<file path="config.mk">
export PLATFORM = sky130hd
export DESIGN_NAME = wdts_core
export DESIGN_NICKNAME = d
export VERILOG_FILES = /design/src/wdts_core.v
export VERILOG_INCLUDE_DIRS = /design/src /design/src/src
export SDC_FILE = /design/constraint.sdc
export NUM_CORES = 1
export LEC_CHECK = 0
export CAP_MARGIN = 40
export CORE_MARGIN = 4
export CORE_UTILIZATION = 68
export DETAILED_ROUTE_END_ITERATION = 10
export DONT_BUFFER_PORTS = 1
export PLACE_DENSITY = 0.88
export SETUP_SLACK_MARGIN = 0.02
export SKIP_CTS_REPAIR_TIMING = 1
export SYNTH_ARGS = -nofsm -noshare
export SYNTH_HDL_FRONTEND = slang
export SYNTH_SLANG_ARGS = --single-unit
</file>
<file path="constraint.sdc">
create_clock -name i_clk_sys -period 6.91 [get_ports i_clk_sys]
set_input_delay 1.382 -clock i_clk_sys [delete_from_list [all_inputs] [get_ports i_clk_sys]]
set_output_delay 1.382 -clock i_clk_sys [all_outputs]
set_load 0.01 [all_outputs]
</file>
<file path="src/wdts_regs.vh">
// Purpose: Register map, field layout and timing constants of the sleep-aware watchdog
// Assumes: Avalon-MM word addressing by byte address, 32-bit data
// Notes: Included by the watchdog core only
//
// What this block does
// - Entering sleep clears the count, and counting restarts from zero if still enabled.
// - Leaving sleep clears the count and, with the start-up timer enabled, holds it at zero until the start-up timer ends.
// - An expiry in sleep wakes the device without reset and updates the status flags.
// - Mode always-off, or software mode with the enable bit low, keeps the watchdog cleared.
// - After a reset that wakes from sleep the count stays cleared until the start-up timer ends.
// - Interrupt wake, sleep entry, the clear instruction, oscillator failure and reset clear it.
// - Clock switches and divider changes leave the count and state untouched.
// - The two upper control bits read as zero.
// - Period field bits five to one select a prescale of 32 times two to the field value.
// - Period codes 10011 to 11111 give the minimum 1:32 prescale.
// - After reset the period field holds 01011, a 1:65536 prescale.
// - The software enable bit acts only in software mode and is ignored otherwise.
// - The prescaler counts ticks of the nominal 31 kHz low-frequency oscillator.
// - Control resets to period 01011 and enable 0 only at the synchronous reset i_reset_n.
// - An expiry while awake without a clear instruction generates a reset.
// - Mode 11 keeps the watchdog always active; mode 10 is active only while awake.
`ifndef WDTS_REGS_VH
`define WDTS_REGS_VH

`define WDTS_ADDR_CONTROL 4'h0
`define WDTS_ADDR_STATUS 4'h4
`define WDTS_ADDR_IRQ_STAT 4'h8
`define WDTS_ADDR_IRQ_MASK 4'hc

`define WDTS_CTRL_EN_BIT 0
`define WDTS_CTRL_PS_LSB 1
`define WDTS_CTRL_PS_MSB 5
`define WDTS_PS_RESET 5'h0b
`define WDTS_EN_RESET 1'h0
`define WDTS_PS_MAX 5'h12

`define WDTS_MODE_OFF 2'h0
`define WDTS_MODE_SW 2'h1
`define WDTS_MODE_AWAKE 2'h2
`define WDTS_MODE_ON 2'h3

`define WDTS_STAT_TO_N_BIT 4
`define WDTS_STAT_PD_N_BIT 3

`define WDTS_IRQ_WAKE_BIT 0
`define WDTS_IRQ_RESET_BIT 1

`define WDTS_SYS_HZ 25000000
`define WDTS_LFO_HZ 31000
`define WDTS_OST_TICKS 1024

`endif

</file>
<file path="src/wdts_core.v">
// Purpose: Sleep-aware watchdog timer with Avalon-MM register access
// Assumes: Single 25 MHz clock; the slow oscillator tick is a derived enable pulse
// Notes: Reset request and wake request are one-cycle pulses from flip-flops
//
// Design decisions made here: the Avalon-MM register port and the register addresses.
`timescale 1ns/10ps
`default_nettype none
`include "wdts_regs.vh"

module wdts_core #(
    parameter integer SYS_HZ = `WDTS_SYS_HZ,
    parameter integer LFO_HZ = `WDTS_LFO_HZ,
    parameter integer OST_TICKS = `WDTS_OST_TICKS,
    parameter integer PRE_W = 24
) (
    input wire i_clk_sys, // System clock
    input wire i_reset_n, // Synchronous reset, active low
    input wire [3:0] i_avs_address, // Byte address
    input wire i_avs_read, // Read strobe
    input wire i_avs_write, // Write strobe
    input wire [31:0] i_avs_writedata, // Write data
    input wire [3:0] i_avs_byteenable, // Byte lanes
    input wire [1:0] i_enable_mode, // Configuration enable mode
    input wire i_sleep, // Device in sleep, level
    input wire i_clear_wdt, // Clear instruction pulse
    input wire i_int_wake, // Interrupt wake pulse
    input wire i_reset_wake, // Reset wake from sleep pulse
    input wire i_osc_fail, // Oscillator failure
    input wire i_ost_enable, // Start-up timer enabled
    output reg [31:0] o_avs_readdata, // Read data
    output reg o_avs_waitrequest, // Wait request
    output reg o_wdt_reset, // Reset request pulse
    output reg o_wdt_wake, // Wake request pulse
    output reg o_irq // Level interrupt
);

    localparam integer LFO_DIV = SYS_HZ / LFO_HZ;
    localparam integer DIV_W = 16;
    localparam [DIV_W-1:0] DIV_LAST = LFO_DIV[DIV_W-1:0] - 16'h0001;
    localparam [11:0] OST_LAST = OST_TICKS[11:0] - 12'h001;
    localparam [4:0] TAP_BASE = 5'h05;
    localparam [PRE_W-1:0] PRE_ONE = {{(PRE_W-1){1'b0}}, 1'b1};

    // Slow tick divider state
    reg [DIV_W-1:0] div_q;
    reg [DIV_W-1:0] div_d;
    reg lfo_tick_q;
    reg lfo_tick_d;

    // Prescaler and start-up timer state
    reg [PRE_W-1:0] pre_q;
    reg [PRE_W-1:0] pre_d;
    reg [11:0] ost_q;
    reg [11:0] ost_d;
    reg ost_run_q;
    reg ost_run_d;
    reg sleep_q;

    // Software visible state
    reg [4:0] ps_q;
    reg [4:0] ps_d;
    reg sw_en_q;
    reg sw_en_d;
    reg to_n_q;
    reg to_n_d;
    reg pd_n_q;
    reg pd_n_d;
    reg [1:0] irq_stat_q;
    reg [1:0] irq_stat_d;
    reg [1:0] irq_mask_q;
    reg [1:0] irq_mask_d;

    // Bus and output next values
    reg ack_q;
    reg ack_d;
    reg wait_d;
    reg [31:0] rdata_d;
    reg irq_d;
    reg wdt_reset_d;
    reg wdt_wake_d;
    reg [7:0] ctrl_byte;
    reg [7:0] status_byte;

    // Decoded conditions
    reg active;
    reg [4:0] tap;
    reg [PRE_W-1:0] tap_mask;
    reg at_tap;
    reg expire;
    reg [1:0] ev;
    wire bus_req;
    wire bus_take;
    wire wr_ctrl;
    wire wr_mask;
    wire rd_stat;
    wire rd_any;
    wire sleep_in;
    wire sleep_out;
    wire ost_start;
    wire clr;

    // Bus request decode
    assign bus_req = i_avs_read | i_avs_write;
    assign bus_take = bus_req & ~ack_q;
    assign wr_ctrl = bus_take & i_avs_write & (i_avs_address == `WDTS_ADDR_CONTROL)
        & i_avs_byteenable[0];
    assign wr_mask = bus_take & i_avs_write & (i_avs_address == `WDTS_ADDR_IRQ_MASK)
        & i_avs_byteenable[0];
    assign rd_any = bus_take & i_avs_read;
    assign rd_stat = rd_any & (i_avs_address == `WDTS_ADDR_IRQ_STAT);

    // Sleep edges
    assign sleep_in = i_sleep & ~sleep_q;
    assign sleep_out = ~i_sleep & sleep_q;

    // A reset wake always waits out the start-up timer, a plain exit only if enabled
    assign ost_start = (sleep_out & i_ost_enable) | i_reset_wake;

    // Enable decode by mode
    always @* begin
        case (i_enable_mode)
            `WDTS_MODE_ON: begin
                active = 1'b1;
            end
            `WDTS_MODE_AWAKE: begin
                active = ~i_sleep;
            end
            `WDTS_MODE_SW: begin
                active = sw_en_q;
            end
            default: begin
                active = 1'b0;
            end
        endcase
    end

    // Tap select, reserved codes fall to minimum
    always @* begin
        if (ps_q > `WDTS_PS_MAX) begin
            tap = 5'h00;
        end else begin
            tap = ps_q;
        end
    end

    // Low prescaler bits that must all be one for the selected period
    always @* begin
        tap_mask = ~({PRE_W{1'b1}} << (tap + TAP_BASE));
        at_tap = ((pre_q & tap_mask) == tap_mask);
    end

    // Clearing events; clock switches are not inputs at all
    assign clr = ~active | sleep_in | sleep_out | i_clear_wdt | i_int_wake
        | i_reset_wake | i_osc_fail | ost_run_q;

    // Expiry and its split into wake or reset
    always @* begin
        expire = lfo_tick_q & active & ~clr & at_tap;
        ev = 2'b00;
        ev[`WDTS_IRQ_WAKE_BIT] = expire & i_sleep;
        ev[`WDTS_IRQ_RESET_BIT] = expire & ~i_sleep;
        wdt_wake_d = ev[`WDTS_IRQ_WAKE_BIT];
        wdt_reset_d = ev[`WDTS_IRQ_RESET_BIT];
    end

    // Slow oscillator tick divider
    always @* begin
        if (div_q == DIV_LAST) begin
            div_d = {DIV_W{1'b0}};
            lfo_tick_d = 1'b1;
        end else begin
            div_d = div_q + 16'h0001;
            lfo_tick_d = 1'b0;
        end
    end

    always @(posedge i_clk_sys) begin
        if (!i_reset_n) begin
            div_q <= {DIV_W{1'b0}};
            lfo_tick_q <= 1'b0;
        end else begin
            div_q <= div_d;
            lfo_tick_q <= lfo_tick_d;
        end
    end

    // Start-up timer, counts slow ticks after a wake
    always @* begin
        ost_run_d = ost_run_q;
        ost_d = ost_q;
        if (ost_start) begin
            ost_run_d = 1'b1;
            ost_d = 12'h000;
        end else if (ost_run_q & lfo_tick_q) begin
            if (ost_q == OST_LAST) begin
                ost_run_d = 1'b0;
            end
            ost_d = ost_q + 12'h001;
        end
    end

    always @(posedge i_clk_sys) begin
        if (!i_reset_n) begin
            ost_q <= 12'h000;
            ost_run_q <= 1'b0;
            sleep_q <= 1'b0;
        end else begin
            ost_q <= ost_d;
            ost_run_q <= ost_run_d;
            sleep_q <= i_sleep;
        end
    end

    // Prescaler restarts from zero on every clearing event
    always @* begin
        if (clr | expire) begin
            pre_d = {PRE_W{1'b0}};
        end else if (lfo_tick_q) begin
            pre_d = pre_q + PRE_ONE;
        end else begin
            pre_d = pre_q;
        end
    end

    always @(posedge i_clk_sys) begin
        if (!i_reset_n) begin
            pre_q <= {PRE_W{1'b0}};
        end else begin
            pre_q <= pre_d;
        end
    end

    // Timeout and power-down flags, both active low
    always @* begin
        to_n_d = to_n_q;
        pd_n_d = pd_n_q;
        if (ev[`WDTS_IRQ_WAKE_BIT]) begin
            to_n_d = 1'b0;
            pd_n_d = 1'b0;
        end else if (ev[`WDTS_IRQ_RESET_BIT]) begin
            to_n_d = 1'b0;
            pd_n_d = 1'b1;
        end else if (i_clear_wdt) begin
            to_n_d = 1'b1;
            pd_n_d = 1'b1;
        end else if (sleep_in) begin
            pd_n_d = 1'b0;
        end
    end

    always @(posedge i_clk_sys) begin
        if (!i_reset_n) begin
            to_n_q <= 1'b1;
            pd_n_q <= 1'b1;
        end else begin
            to_n_q <= to_n_d;
            pd_n_q <= pd_n_d;
        end
    end

    // Control and mask registers
    always @* begin
        ps_d = ps_q;
        sw_en_d = sw_en_q;
        irq_mask_d = irq_mask_q;
        if (wr_ctrl) begin
            ps_d = i_avs_writedata[`WDTS_CTRL_PS_MSB:`WDTS_CTRL_PS_LSB];
            sw_en_d = i_avs_writedata[`WDTS_CTRL_EN_BIT];
        end
        if (wr_mask) begin
            irq_mask_d = i_avs_writedata[1:0];
        end
    end

    always @(posedge i_clk_sys) begin
        if (!i_reset_n) begin
            ps_q <= `WDTS_PS_RESET;
            sw_en_q <= `WDTS_EN_RESET;
            irq_mask_q <= 2'b00;
        end else begin
            ps_q <= ps_d;
            sw_en_q <= sw_en_d;
            irq_mask_q <= irq_mask_d;
        end
    end

    // Sticky event bits, read clears, a new event in that cycle wins
    always @* begin
        if (rd_stat) begin
            irq_stat_d = ev;
        end else begin
            irq_stat_d = irq_stat_q | ev;
        end
        irq_d = |((irq_stat_q | ev) & irq_mask_q);
    end

    always @(posedge i_clk_sys) begin
        if (!i_reset_n) begin
            irq_stat_q <= 2'b00;
            o_irq <= 1'b0;
        end else begin
            irq_stat_q <= irq_stat_d;
            o_irq <= irq_d;
        end
    end

    // Control byte, upper two bits unimplemented
    always @* begin
        ctrl_byte = 8'h00;
        ctrl_byte[`WDTS_CTRL_PS_MSB:`WDTS_CTRL_PS_LSB] = ps_q;
        ctrl_byte[`WDTS_CTRL_EN_BIT] = sw_en_q;
    end

    // Status byte as software sees it
    always @* begin
        status_byte = 8'h00;
        status_byte[`WDTS_STAT_TO_N_BIT] = to_n_q;
        status_byte[`WDTS_STAT_PD_N_BIT] = pd_n_q;
    end

    // Read mux, unmapped addresses return zero
    always @* begin
        rdata_d = o_avs_readdata;
        if (rd_any) begin
            case (i_avs_address)
                `WDTS_ADDR_CONTROL: begin
                    rdata_d = {24'h000000, ctrl_byte};
                end
                `WDTS_ADDR_STATUS: begin
                    rdata_d = {24'h000000, status_byte};
                end
                `WDTS_ADDR_IRQ_STAT: begin
                    rdata_d = {30'h0, irq_stat_q};
                end
                `WDTS_ADDR_IRQ_MASK: begin
                    rdata_d = {30'h0, irq_mask_q};
                end
                default: begin
                    rdata_d = 32'h0000_0000;
                end
            endcase
        end
    end

    // One wait cycle per access, then the strobe must drop or repeat
    always @* begin
        ack_d = bus_take;
        wait_d = ~bus_take;
    end

    always @(posedge i_clk_sys) begin
        if (!i_reset_n) begin
            ack_q <= 1'b0;
            o_avs_waitrequest <= 1'b1;
            o_avs_readdata <= 32'h0000_0000;
        end else begin
            ack_q <= ack_d;
            o_avs_waitrequest <= wait_d;
            o_avs_readdata <= rdata_d;
        end
    end

    // Event pulses
    always @(posedge i_clk_sys) begin
        if (!i_reset_n) begin
            o_wdt_reset <= 1'b0;
            o_wdt_wake <= 1'b0;
        end else begin
            o_wdt_reset <= wdt_reset_d;
            o_wdt_wake <= wdt_wake_d;
        end
    end

endmodule // wdts_core
`default_nettype wire

</file>
# Word level (Yosys, flattened, before mapping)
# Cells that the tools add are included.
[totals]
in_bits = 52
elab_cells = 96
ff_bits = 104
out_inout_bits = 36
[op_classes]
n_bitwise = 38
add_sub_neg = 4
n_mux = 15
n_shift = 1
reduce_logical = 10
eq_ne = 9
magnitude_cmp = 1
[ops]
columns = ["cell", "count"]
rows = [
  ["$add A24 B1 Y24 const B", 1],
  ["$and A24 B24 Y24", 1],
  ["$eq A24 B24 Y1", 1],
  ["$not A24 Y24", 1],
  ["$pmux W6 S4", 1],
  ["$shl A24 B5 Y24 const A", 1],
  ["$and A1 B1 Y1", 17],
  ["$add A16 B1 Y16 const B", 1],
  ["$eq A16 B10 Y1 const B", 1],
  ["$add A12 B1 Y12 const B", 1],
  ["$eq A12 B10 Y1 const B", 1],
  ["$mux W1", 11],
  ["$or A1 B1 Y1", 10],
  ["$eq A4 B4 Y1 const B", 2],
  ["$reduce_or A2 Y1", 4],
  ["$not A1 Y1", 7],
  ["$add A5 B3 Y5 const B", 1],
  ["$gt A5 B5 Y1 const B", 1],
  ["$mux W5", 1],
  ["$eq A2 B2 Y1 const B", 2],
  ["$eq A4 B3 Y1 const B", 1],
  ["$logic_not A4 Y1", 1],
  ["$reduce_bool A2 Y1", 2],
  ["$reduce_bool A4 Y1", 1],
  ["7 further kinds", 7],
]

# Logic depth before layout (Yosys ltp)
# Gate-level depths: netlist of the first run.
[depth]
ltp_word = 17
depth_mapped = 18
ltp_nobuf = 13

# Least setup slack after synthesis of the first run
# No wires, ideal clock.
[synth_timing]
kind = "register to register"
startpoint = "register ps_q[4]"
endpoint = "register pre_q[15]"
required_time_ps = 6795
synth_period_minus_slack_ps = 3074
stages_incl_launch_ff = 18
t_arrival_ps = 2958
path_slack_ps = 3836
setup_time_ps = 115
n_path_buf = 5
cell_sequence = "dfxtp_1 -> clkbuf_1 -> buf_2 -> o31ai_1 -> and2_1 -> ha_1 -> inv_1 -> ha_1 -> buf_2 -> a21o_1 -> o211ai_1 -> a41o_1 -> a221oi_1 -> and3_1 -> buf_2 -> a31o_4 -> buf_6 -> nor2_1"
[synth_between]
elab_chain_len = 10
[synth_rtl]
columns = ["item", "line_no", "text"]
rows = [
  ["from (decl)", "wdts_core.v:60", "reg [4:0] ps_q;"],
  ["from (signal assigned)", "wdts_core.v:277", "ps_q <= `WDTS_PS_RESET;"],
  ["from (signal assigned)", "wdts_core.v:281", "ps_q <= ps_d;"],
  ["$gt A5 B5 Y1 (no line)", "--", ""],
  ["$mux W5 *", "wdts_core.v:139", "if (ps_q > `WDTS_PS_MAX) begin"],
  ["$add A5 B3 Y5 *", "wdts_core.v:148", "tap_mask = ~({PRE_W{1'b1}} << (tap + TAP_BASE));"],
  ["$shl A24 B5 Y24 *", "wdts_core.v:148", ""],
  ["$not A24 Y24 *", "wdts_core.v:148", ""],
  ["$and A24 B24 Y24", "wdts_core.v:149", "at_tap = ((pre_q & tap_mask) == tap_mask);"],
  ["$eq A24 B24 Y1 *", "wdts_core.v:149", ""],
  ["$and A1 B1 Y1 *", "wdts_core.v:158", "expire = lfo_tick_q & active & ~clr & at_tap;"],
  ["$or A1 B1 Y1 *", "wdts_core.v:216", "if (clr | expire) begin"],
  ["$reduce_or A2 Y1 (no line) *", "--", ""],
  ["to (signal assigned)", "wdts_core.v:227", "pre_q <= {PRE_W{1'b0}};"],
  ["to (signal assigned)", "wdts_core.v:229", "pre_q <= pre_d;"],
  ["to (decl)", "wdts_core.v:51", "reg [PRE_W-1:0] pre_q;"],
]
# Mark *: on every way between the ends. The rest lies on a longest branch, timed or not.
# A chain may end at the register's enable or synchronous reset.

# Final worst setup path of the first run
[layout_timing]
startpoint = "register ps_q[4]"
endpoint = "register pre_q[10]"
# Same word-level chain as after synthesis.

==> results of run 1 <==
sequential cells by signal, summed over array words and instances, names as in the netlist:
name / count
o_avs_readdata: 6
o_wdt_wake: 1
irq_stat_q: 2
o_irq: 1
ost_run_q: 1
div_q: 16
irq_mask_q: 2
sw_en_q: 1
sleep_q: 1
ack_q: 1
ost_q: 12
o_avs_waitrequest: 1
to_n_q: 1
pre_q: 24
ps_q: 5
o_wdt_reset: 1
lfo_tick_q: 1
pd_n_q: 1
worst max-delay path: stages (launching register included):
cell,delay [ns]
dfxtp_1,0.81
o31ai_1,0.15
and2_1,0.22
ha_1,0.21
nor2_1,0.17
a2bb2oi_2,0.45
o221ai_1,0.22
a221oi_1,0.36
and3_1,0.35
a31o_4,0.37
nor2_1,0.09
Yosys cell counts (2+ instances only):
library cell and n:
or4_1 3, buf_2 6, xor2_1 24, inv_1 21, buf_4 27, clkbuf_1 12
nor2_1 80, nor2b_1 3, o311ai_0 2, dfxtp_1 78, a22oi_1 3, o22ai_1 3
nand3b_1 2, a21o_1 2, and2_1 3, mux2i_1 14, nand2_1 31, buf_6 4
o31ai_1 5, a21oi_2 2, and4_1 3, a31o_2 2, o21ai_1 2, o211ai_1 4
a221oi_1 2, ha_1 8, o21ai_0 12, nor3_1 10, a21oi_1 12, and3_1 7
nand2b_1 6, nand3_1 23, or3_1 2, xnor2_1 23, o31a_1 2, nand4b_1 2
nand4_1 17, a41oi_1 4, a31oi_1 2, nor4_1 5
worst max path at each step:
stage	from	end	slack [ns]	cells after the start
floorplan	ps_q[4]	pre_q[15]	3.84	17
global placement	ps_q[4]	pre_q[0]	3.52	10
detailed placement	ps_q[4]	pre_q[10]	3.40	10
CTS	ps_q[4]	pre_q[10]	3.38	10
global route	ps_q[4]	pre_q[10]	3.01	10
finish	ps_q[4]	pre_q[10]	3.39	10
area by class of cell:
class | count | area share [%]
repair buffers | 1 | 0.1801
inverters | 22 | 1.981
clock inverters | 5 | 0.8103
clock buffers | 11 | 3.391
well taps | 75 | 2.251
multi-input cells | 366 | 53.93
flip-flops and latches | 78 | 37.46
kinds of logic (layout without fill, tap and decap cells):
kind of cell	Yosys count	after routing	share of synthesized area, %
compound gates	69	69	12.54
other cells	1	26	0.09099
simple gates	200	200	23.19
mux	14	14	3.400
buf+inv	71	39	9.836
fa+ha+maj	9	9	2.672
flops	78	78	37.89
xor+xnor	48	48	10.38
power groups by stage:
stage | clock, mW | combinational (mW) | sequential, mW
floorplan | 0 | 0.0471 | 0.467
global route | 0.329 | 0.0438 | 0.458
CTS | 0.315 | 0.0388 | 0.458
detailed placement | 0 | 0.0385 | 0.468
finish | 0.308 | 0.0392 | 0.458
global placement | 0 | 0.0369 | 0.468
layer usage:
| metal | vias to the layer above | GRT usage (%) |
|---|---|---|
| met3 | 19 | 6.340 |
| met4 | 0 | 9.209 |
| met1 | 1498 | 27.66 |
| met2 | 92 | 38.70 |
| li1 | 1618 | - |
| met5 | - | 0 |
==> impl_metrics.yaml, run 1 <==
outcome:
  status: "finished clean"
synth:
  yosys.area.top_type: "dfxtp_1"
  synth_seq_area_share_pct: 37.89
  synth_ff_type: "dfxtp_1"
  synth-async-reset-ratio_pct: 0
  synth_edf_count: 0
  postSynthAreaPerCell_um2: 8.411
  netlist-cell-type-count: 57
  syn-instance-count: 490
  synth_top_area_share_pct: 37.89
  synth_area_mm2: 0.004121
  yosys-top-cells-area: "dfxtp_1 (38%), nor2_1 (7.3%), xor2_1 (5.1%), buf_4 (4.9%), xnor2_1 (4.9%)"
  yosys_warnings: 0
  synth-seq-cells: 78
cts:
  clkSlewWorstSetupHoldPaths_ns: 0.08
  cts.sinks: 78
  h-tree-depth: 3
  tritoncts: "built"
  ctsRootBufferMaster: "clkbuf_8"
  clockBufferDepth: 2
  worstSkewPairLatency_ns: 0.36
  cts_buffers: 9
route:
  post_drt_wl_per_cell_um: 14.48
  route.met2.wl_um: 3944
  wl_met3_um: 520
  wl_met1_um: 3433
  finalWirelength_um: 8080
  vias_per_cell: 5.783
  ant_nets: 0
  top_layer_used: "met4"
  vias: 3227
  drc: 0
  first_pass_iters: 4
  drt_iter0_markers: 205
floorplan:
  placementRows: 28
  die_height_um: 85.85
  pin_count: 88
  die_area_mm2: 0.007370
  start_util_pct: 70.03
  core-area_mm2: 0.005886
  die_w_um: 85.85
placed_design:
  dp.cells: 542
  port_buffers: 0
  gp_congestion: 0.9202
  placed_area_mm2: 0.003994
  hpwl_um: 5894
  pre_cts_slack_ns: 3.399
worst_setup_path:
  cp.required_ns: 7.15
  cp_data_arrival_time_ns: 3.76
  worstPathMaxFanout: 24
  start_kind: "flip-flop"
  timing_worst_setup_path_type: "flip-flop to flip-flop"
  crit-reg2reg-launch: "ps_q[4]"
  r2r_slack_ns: 3.39
  end_kind: "flip-flop"
  regToRegEndpoint: "pre_q[10]"
  worstRegToRegCells: 10
layout:
  area_growth_pct: 1.154
  design_area_mm2: 0.004169
  drive_gt1_share_pct: 5.383
  finish.utilization_pct: 70.83
  nFillCells: 469
  nets: 538
  final_cells: 558
  seqCellArea_mm2: 0.001562
  final_common_cell: "nor2_1"
  final_cell_mix: "nor2_1 (80), dfxtp_1 (78), nand2_1 (31)"
  antenna_cells: 0
  multi_input_area_mm2: 0.002248
power_and_ir_drop:
  pwr-share-seq_pct: 56.9
  p_int_mw: 0.6061
  comb_power_share_pct: 4.9
  ir_drop_uv: 180.1
  clkPwrFrac_pct: 38.3
  p_switching_mw: 0.1988
  power_leakage_nw: 1.393
  swShare_pct: 24.70
  power_density_mw_per_mm2: 193.1
  total_power_mw: 0.8049
sta:
  hold_ws_ns: 0.4848
  worst_pin_slew_ns: 0.7485
  rsz0062_at_grt: "no"
  relSlewSlack_pct: 50.03
  finalWorstSetupSlack_ns: 3.394
  hold_violations: 0
  maxSlewViolCount: 0
  setup_viol: 0
  finalCritPeriodShare_pct: 50.88
  setup_tns_ns: 0
  period_needed_ns: 3.516
  fmax_mhz: 284.4
  fin_skew_ns: 0.007184
global_routing:
  grt_usage_pct: 22.95
  grt_pass1_wl_um: 13720
  grt-ovfl-total: 0
  grt_start_max_net_pins: 25
  grt_pass1_vias: 3120
  antenna_found_initial: 0
hold_path:
  holdPathStages: 1
  hold_end: "div_q[0]"
  hold_start: "div_q[0]"
  hp-class: "flip-flop to flip-flop"
run:
  max_cap_violations: 0
Note: power is estimated with default switching activity, not from simulation.
==> run 2: changes to the inputs <==
CORE_UTILIZATION = 57   (was 68)
PLACE_DENSITY = 0.79   (was 0.88)
clock period = 3.2 ns   (was 6.91 ns; I/O delays follow)
==> impl_metrics.yaml, run 2 (same netlist as run 1, synthesis figures left out) <==
layout:
  largestRegisters: "pre_q (24), div_q (16), ost_q (12)"
  finish.utilization_pct: 61.97
  final_common_cell: "nor2_1"
  largest_reg_flops: 24
  antenna_cells: 0
  final_cells: 587
  top_register: "pre_q"
  final_cell_mix: "nor2_1 (80), dfxtp_1 (78), nand2_1 (31)"
  nets: 546
  drive_gt1_share_pct: 7.536
  design_area_mm2: 0.004280
  area_growth_pct: 3.856
worst_setup_path:
  end_kind: "flip-flop"
  crit_chain: "o31ai_1, nand2_1, inv_1, ha_1, inv_1, ha_1, buf_4, o22ai_1, a221oi_1, a31o_2, a31o_4, nor2_1"
  cp_num_buf_inv: 3
  timing_worst_setup_path_type: "flip-flop to flip-flop"
  worstPathMaxFanout: 12
  cp_top_family: "compound AO/OA/AOI/OAI gates"
  start_kind: "flip-flop"
  cp.required_ns: 3.43
  slowest_delay_ns: 0.42
  cp_data_arrival_time_ns: 3.23
  cp_slowest_cell: "a221oi_1"
cts:
  tritoncts: "built"
  clockBufferDepth: 2
  clkSlewWorstSetupHoldPaths_ns: 0.08
  worstSkewPairLatency_ns: 0.35
  ctsRootBufferMaster: "clkbuf_8"
  cts_buffers: 9
  h-tree-depth: 3
  cts.sinks: 78
floorplan:
  die_area_mm2: 0.008656
  pin_count: 88
  die_height_um: 93.04
  start_util_pct: 59.67
  placementRows: 30
  die_w_um: 93.04
  core-area_mm2: 0.006907
hold_path:
  hp-class: "input pin to flip-flop"
sta:
  relSlewSlack_pct: 62.78
  fin_skew_ns: 0.01502
  rsz0062_at_grt: "yes"
  finalCritPeriodShare_pct: 93.70
  hold_violations: 0
  fmax_mhz: 333.5
  finalWorstSetupSlack_ns: 0.2015
  hold_ws_ns: 0.3562
  maxSlewViolCount: 0
  setup_tns_ns: 0
  period_needed_ns: 2.998
  setup_viol: 0
  worst_pin_slew_ns: 0.5549
power_and_ir_drop:
  total_power_mw: 1.750
  power_density_mw_per_mm2: 408.8
  power_leakage_nw: 1.442
  ir_drop_uv: 276.4
route:
  first_pass_iters: 4
  post_drt_wl_per_cell_um: 14.13
  ant_nets: 0
  drt_iter0_markers: 159
  drc: 0
  vias: 3267
  finalWirelength_um: 8292
  vias_per_cell: 5.566
placed_design:
  port_buffers: 0
  pre_cts_slack_ns: 0.1403
  gp_congestion: 0.8942
  hpwl_um: 6020
  placed_area_mm2: 0.004073
  dp.cells: 570
run:
  max_cap_violations: 0
global_routing:
  antenna_found_initial: 0
  grt_pass1_wl_um: 13720
  grt_usage_pct: 19.37
  grt-ovfl-total: 0
  grt_pass1_vias: 2970
  grt_start_max_net_pins: 25
outcome:
  status: "finished clean"
run 2: layout make-up:
class	count	area, µm²
timing repair buffer	8	60.06
clock buffer	10	137.6
multi-input combinational	367	2273
sequential	78	1562
inverter	22	82.58
fill	623	2626
tap	96	120.1
clock inverter	6	45.04
run 2: final timing paths:
kind,from,end,slack (ns),cells after the start
max,ps_q[1],pre_q[21],0.20,12
min,i_reset_n,ps_q[3],0.36,1
max reg2reg,ps_q[1],pre_q[21],0.20,12
min reg2reg,pd_n_q,pd_n_q,0.49,2
run 2: power breakdown:
group | leakage (nW) | switching, mW | internal [mW] | total [mW]
sequential | 0.630 | 0.00914 | 0.978 | 0.988
combinational | 0.716 | 0.0604 | 0.0289 | 0.0893
clock | 0.0966 | 0.366 | 0.307 | 0.673
run 2: worst reg2reg max path, cell delays in order (launching register included):
cell and delay [ns]:
dfxtp_1 0.40, o31ai_1 0.29, nand2_1 0.11, inv_1 0.07, ha_1 0.20, inv_1 0.06
ha_1 0.37, buf_4 0.18, o22ai_1 0.09, a221oi_1 0.42, a31o_2 0.34, a31o_4 0.29
nor2_1 0.08
run 2: per-layer routing:
| layer | GRT usage [%] | part of all wire [%] | up-vias |
|---|---|---|---|
| met2 | 32.27 | 48 | 78 |
| met4 | 6.593 | 0.96 | 0 |
| li1 | - | - | 1630 |
| met1 | 24.79 | 46 | 1551 |
| met3 | 4.264 | 5.6 | 8 |
| met5 | 0 | 0 | - |
==> run 3: changes to the inputs <==
CTS_CLUSTER_DIAMETER = 30   (was default)
REMOVE_ABC_BUFFERS = 1   (was default)
==> impl_metrics.yaml, run 3 (same netlist as run 1, synthesis figures left out) <==
floorplan:
  die_height_um: 93.04
  die_w_um: 93.04
  core-area_mm2: 0.006907
  pin_count: 88
  die_area_mm2: 0.008656
  placementRows: 30
  start_util_pct: 59.67
hold_path:
  hp-class: "input pin to flip-flop"
  holdPathStages: 1
worst_setup_path:
  cp_data_arrival_time_ns: 3.15
  slowest_delay_ns: 0.48
  end_kind: "flip-flop"
  cp.depth: 11
  cp.required_ns: 3.44
  crit_chain: "o31ai_1, nand2_1, inv_1, ha_1, inv_1, ha_2, o21ai_0, a221o_1, a221oi_4, a31o_4, nor2_1"
  worstRegToRegCells: 11
  start_kind: "flip-flop"
  timing_worst_setup_path_type: "flip-flop to flip-flop"
  cp_slowest_cell: "a221oi_4"
  cp_num_buf_inv: 2
  worstPathMaxFanout: 12
  cp_top_family: "compound AO/OA/AOI/OAI gates"
  crit_top_cell: "inv_1"
route:
  post_drt_wl_per_cell_um: 14.62
  vias: 3287
  drc: 0
  vias_per_cell: 5.581
  ant_nets: 0
  finalWirelength_um: 8610
  first_pass_iters: 4
  drt_iter0_markers: 210
global_routing:
  grt_start_max_net_pins: 25
  antenna_found_initial: 0
  grt_pass1_vias: 3164
  grt-ovfl-total: 0
  grt_pass1_wl_um: 14230
  grt_usage_pct: 20.28
sta:
  finalCritPeriodShare_pct: 90.86
  rsz0062_at_grt: "no"
  setup_tns_ns: 0
  hold_violations: 0
  worst_pin_slew_ns: 0.5612
  maxSlewViolCount: 0
  relSlewSlack_pct: 62.35
  fmax_mhz: 343.9
  setup_viol: 0
  period_needed_ns: 2.908
  fin_skew_ns: 0.007766
cts:
  tritoncts: "built"
  worstSkewPairLatency_ns: 0.35
  ctsRootBufferMaster: "clkbuf_8"
  clockBufferDepth: 2
  cts_buffers: 9
  h-tree-depth: 3
  cts.sinks: 78
  clkSlewWorstSetupHoldPaths_ns: 0.08
layout:
  largest_reg_flops: 24
  nets: 548
  area_growth_pct: 4.523
  final_common_cell: "nor2_1"
  final_cell_mix: "nor2_1 (80), dfxtp_1 (78), nand2_1 (31)"
  drive_gt1_share_pct: 7.911
  top_register: "pre_q"
  largestRegisters: "pre_q (24), div_q (16), ost_q (12)"
  antenna_cells: 0
  finish.utilization_pct: 62.37
placed_design:
  hpwl_um: 6103
  gp_congestion: 0.8591
  port_buffers: 0
outcome:
  status: "finished clean"
run:
  max_cap_violations: 0
power_and_ir_drop:
  ir_drop_uv: 265.7
  power_leakage_nw: 1.449
  power_density_mw_per_mm2: 418.4
-- run 3: through the flow --
stage	cells	instance area, µm²	worst slack [ns]	power [mW]	hold slack [ns]
2_1_floorplan	466	3892	0.2929	1.077	0.4409
3_3_place_gp	572	4088	0.3094	1.096	0.4568
3_5_place_dp	572	4088	0.2589	1.098	0.4689
4_1_cts	588	4277	0.2305	1.819	0.3345
5_1_grt	589	4308	0.03052	1.868	0.3573
6_report	589	4308	0.2923	1.803	0.3448
-- run 3: worst paths after layout --
path	endpoint	slack, ns	start
hold / removal	ps_q[0]	0.34	i_reset_n
setup reg to reg	pre_q[23]	0.29	ps_q[1]
setup / recovery	pre_q[23]	0.29	ps_q[1]
hold reg to reg	irq_stat_q[0]	0.48	irq_stat_q[0]
-- run 3: power by group --
| group | internal, mW | switching [mW] |
|---|---|---|
| Clock | 0.359 | 0.364 |
| Combinational | 0.0299 | 0.0619 |
| Sequential | 0.978 | 0.00906 |
| Total | 1.37 | 0.435 |
-- run 3: per-layer routing --
layer  global-route usage (%)  wire (µm)
met1                    24.61       3769
met2                    34.07       4024
met3                    5.873        700
met4                    7.448        116
met5                        0          0
-- run 3: worst register-to-register path, cell delays in order (launching register included) --
cell and delay [ns]:
dfxtp_1 0.35, o31ai_1 0.27, nand2_1 0.11, inv_1 0.07, ha_1 0.19, inv_1 0.06
ha_2 0.38, o21ai_0 0.11, a221o_1 0.37, a221oi_4 0.48, a31o_4 0.34, nor2_1 0.07
-- run 3: layout make-up --
cell class | count | area, µm²
clock buffer | 10 | 127.6
clock inverter | 6 | 61.31
fill | 601 | 2599
inverter | 22 | 82.58
multi-input combinational | 367 | 2280
sequential | 78 | 1562
tap | 96 | 120.1
timing repair buffer | 10 | 75.07
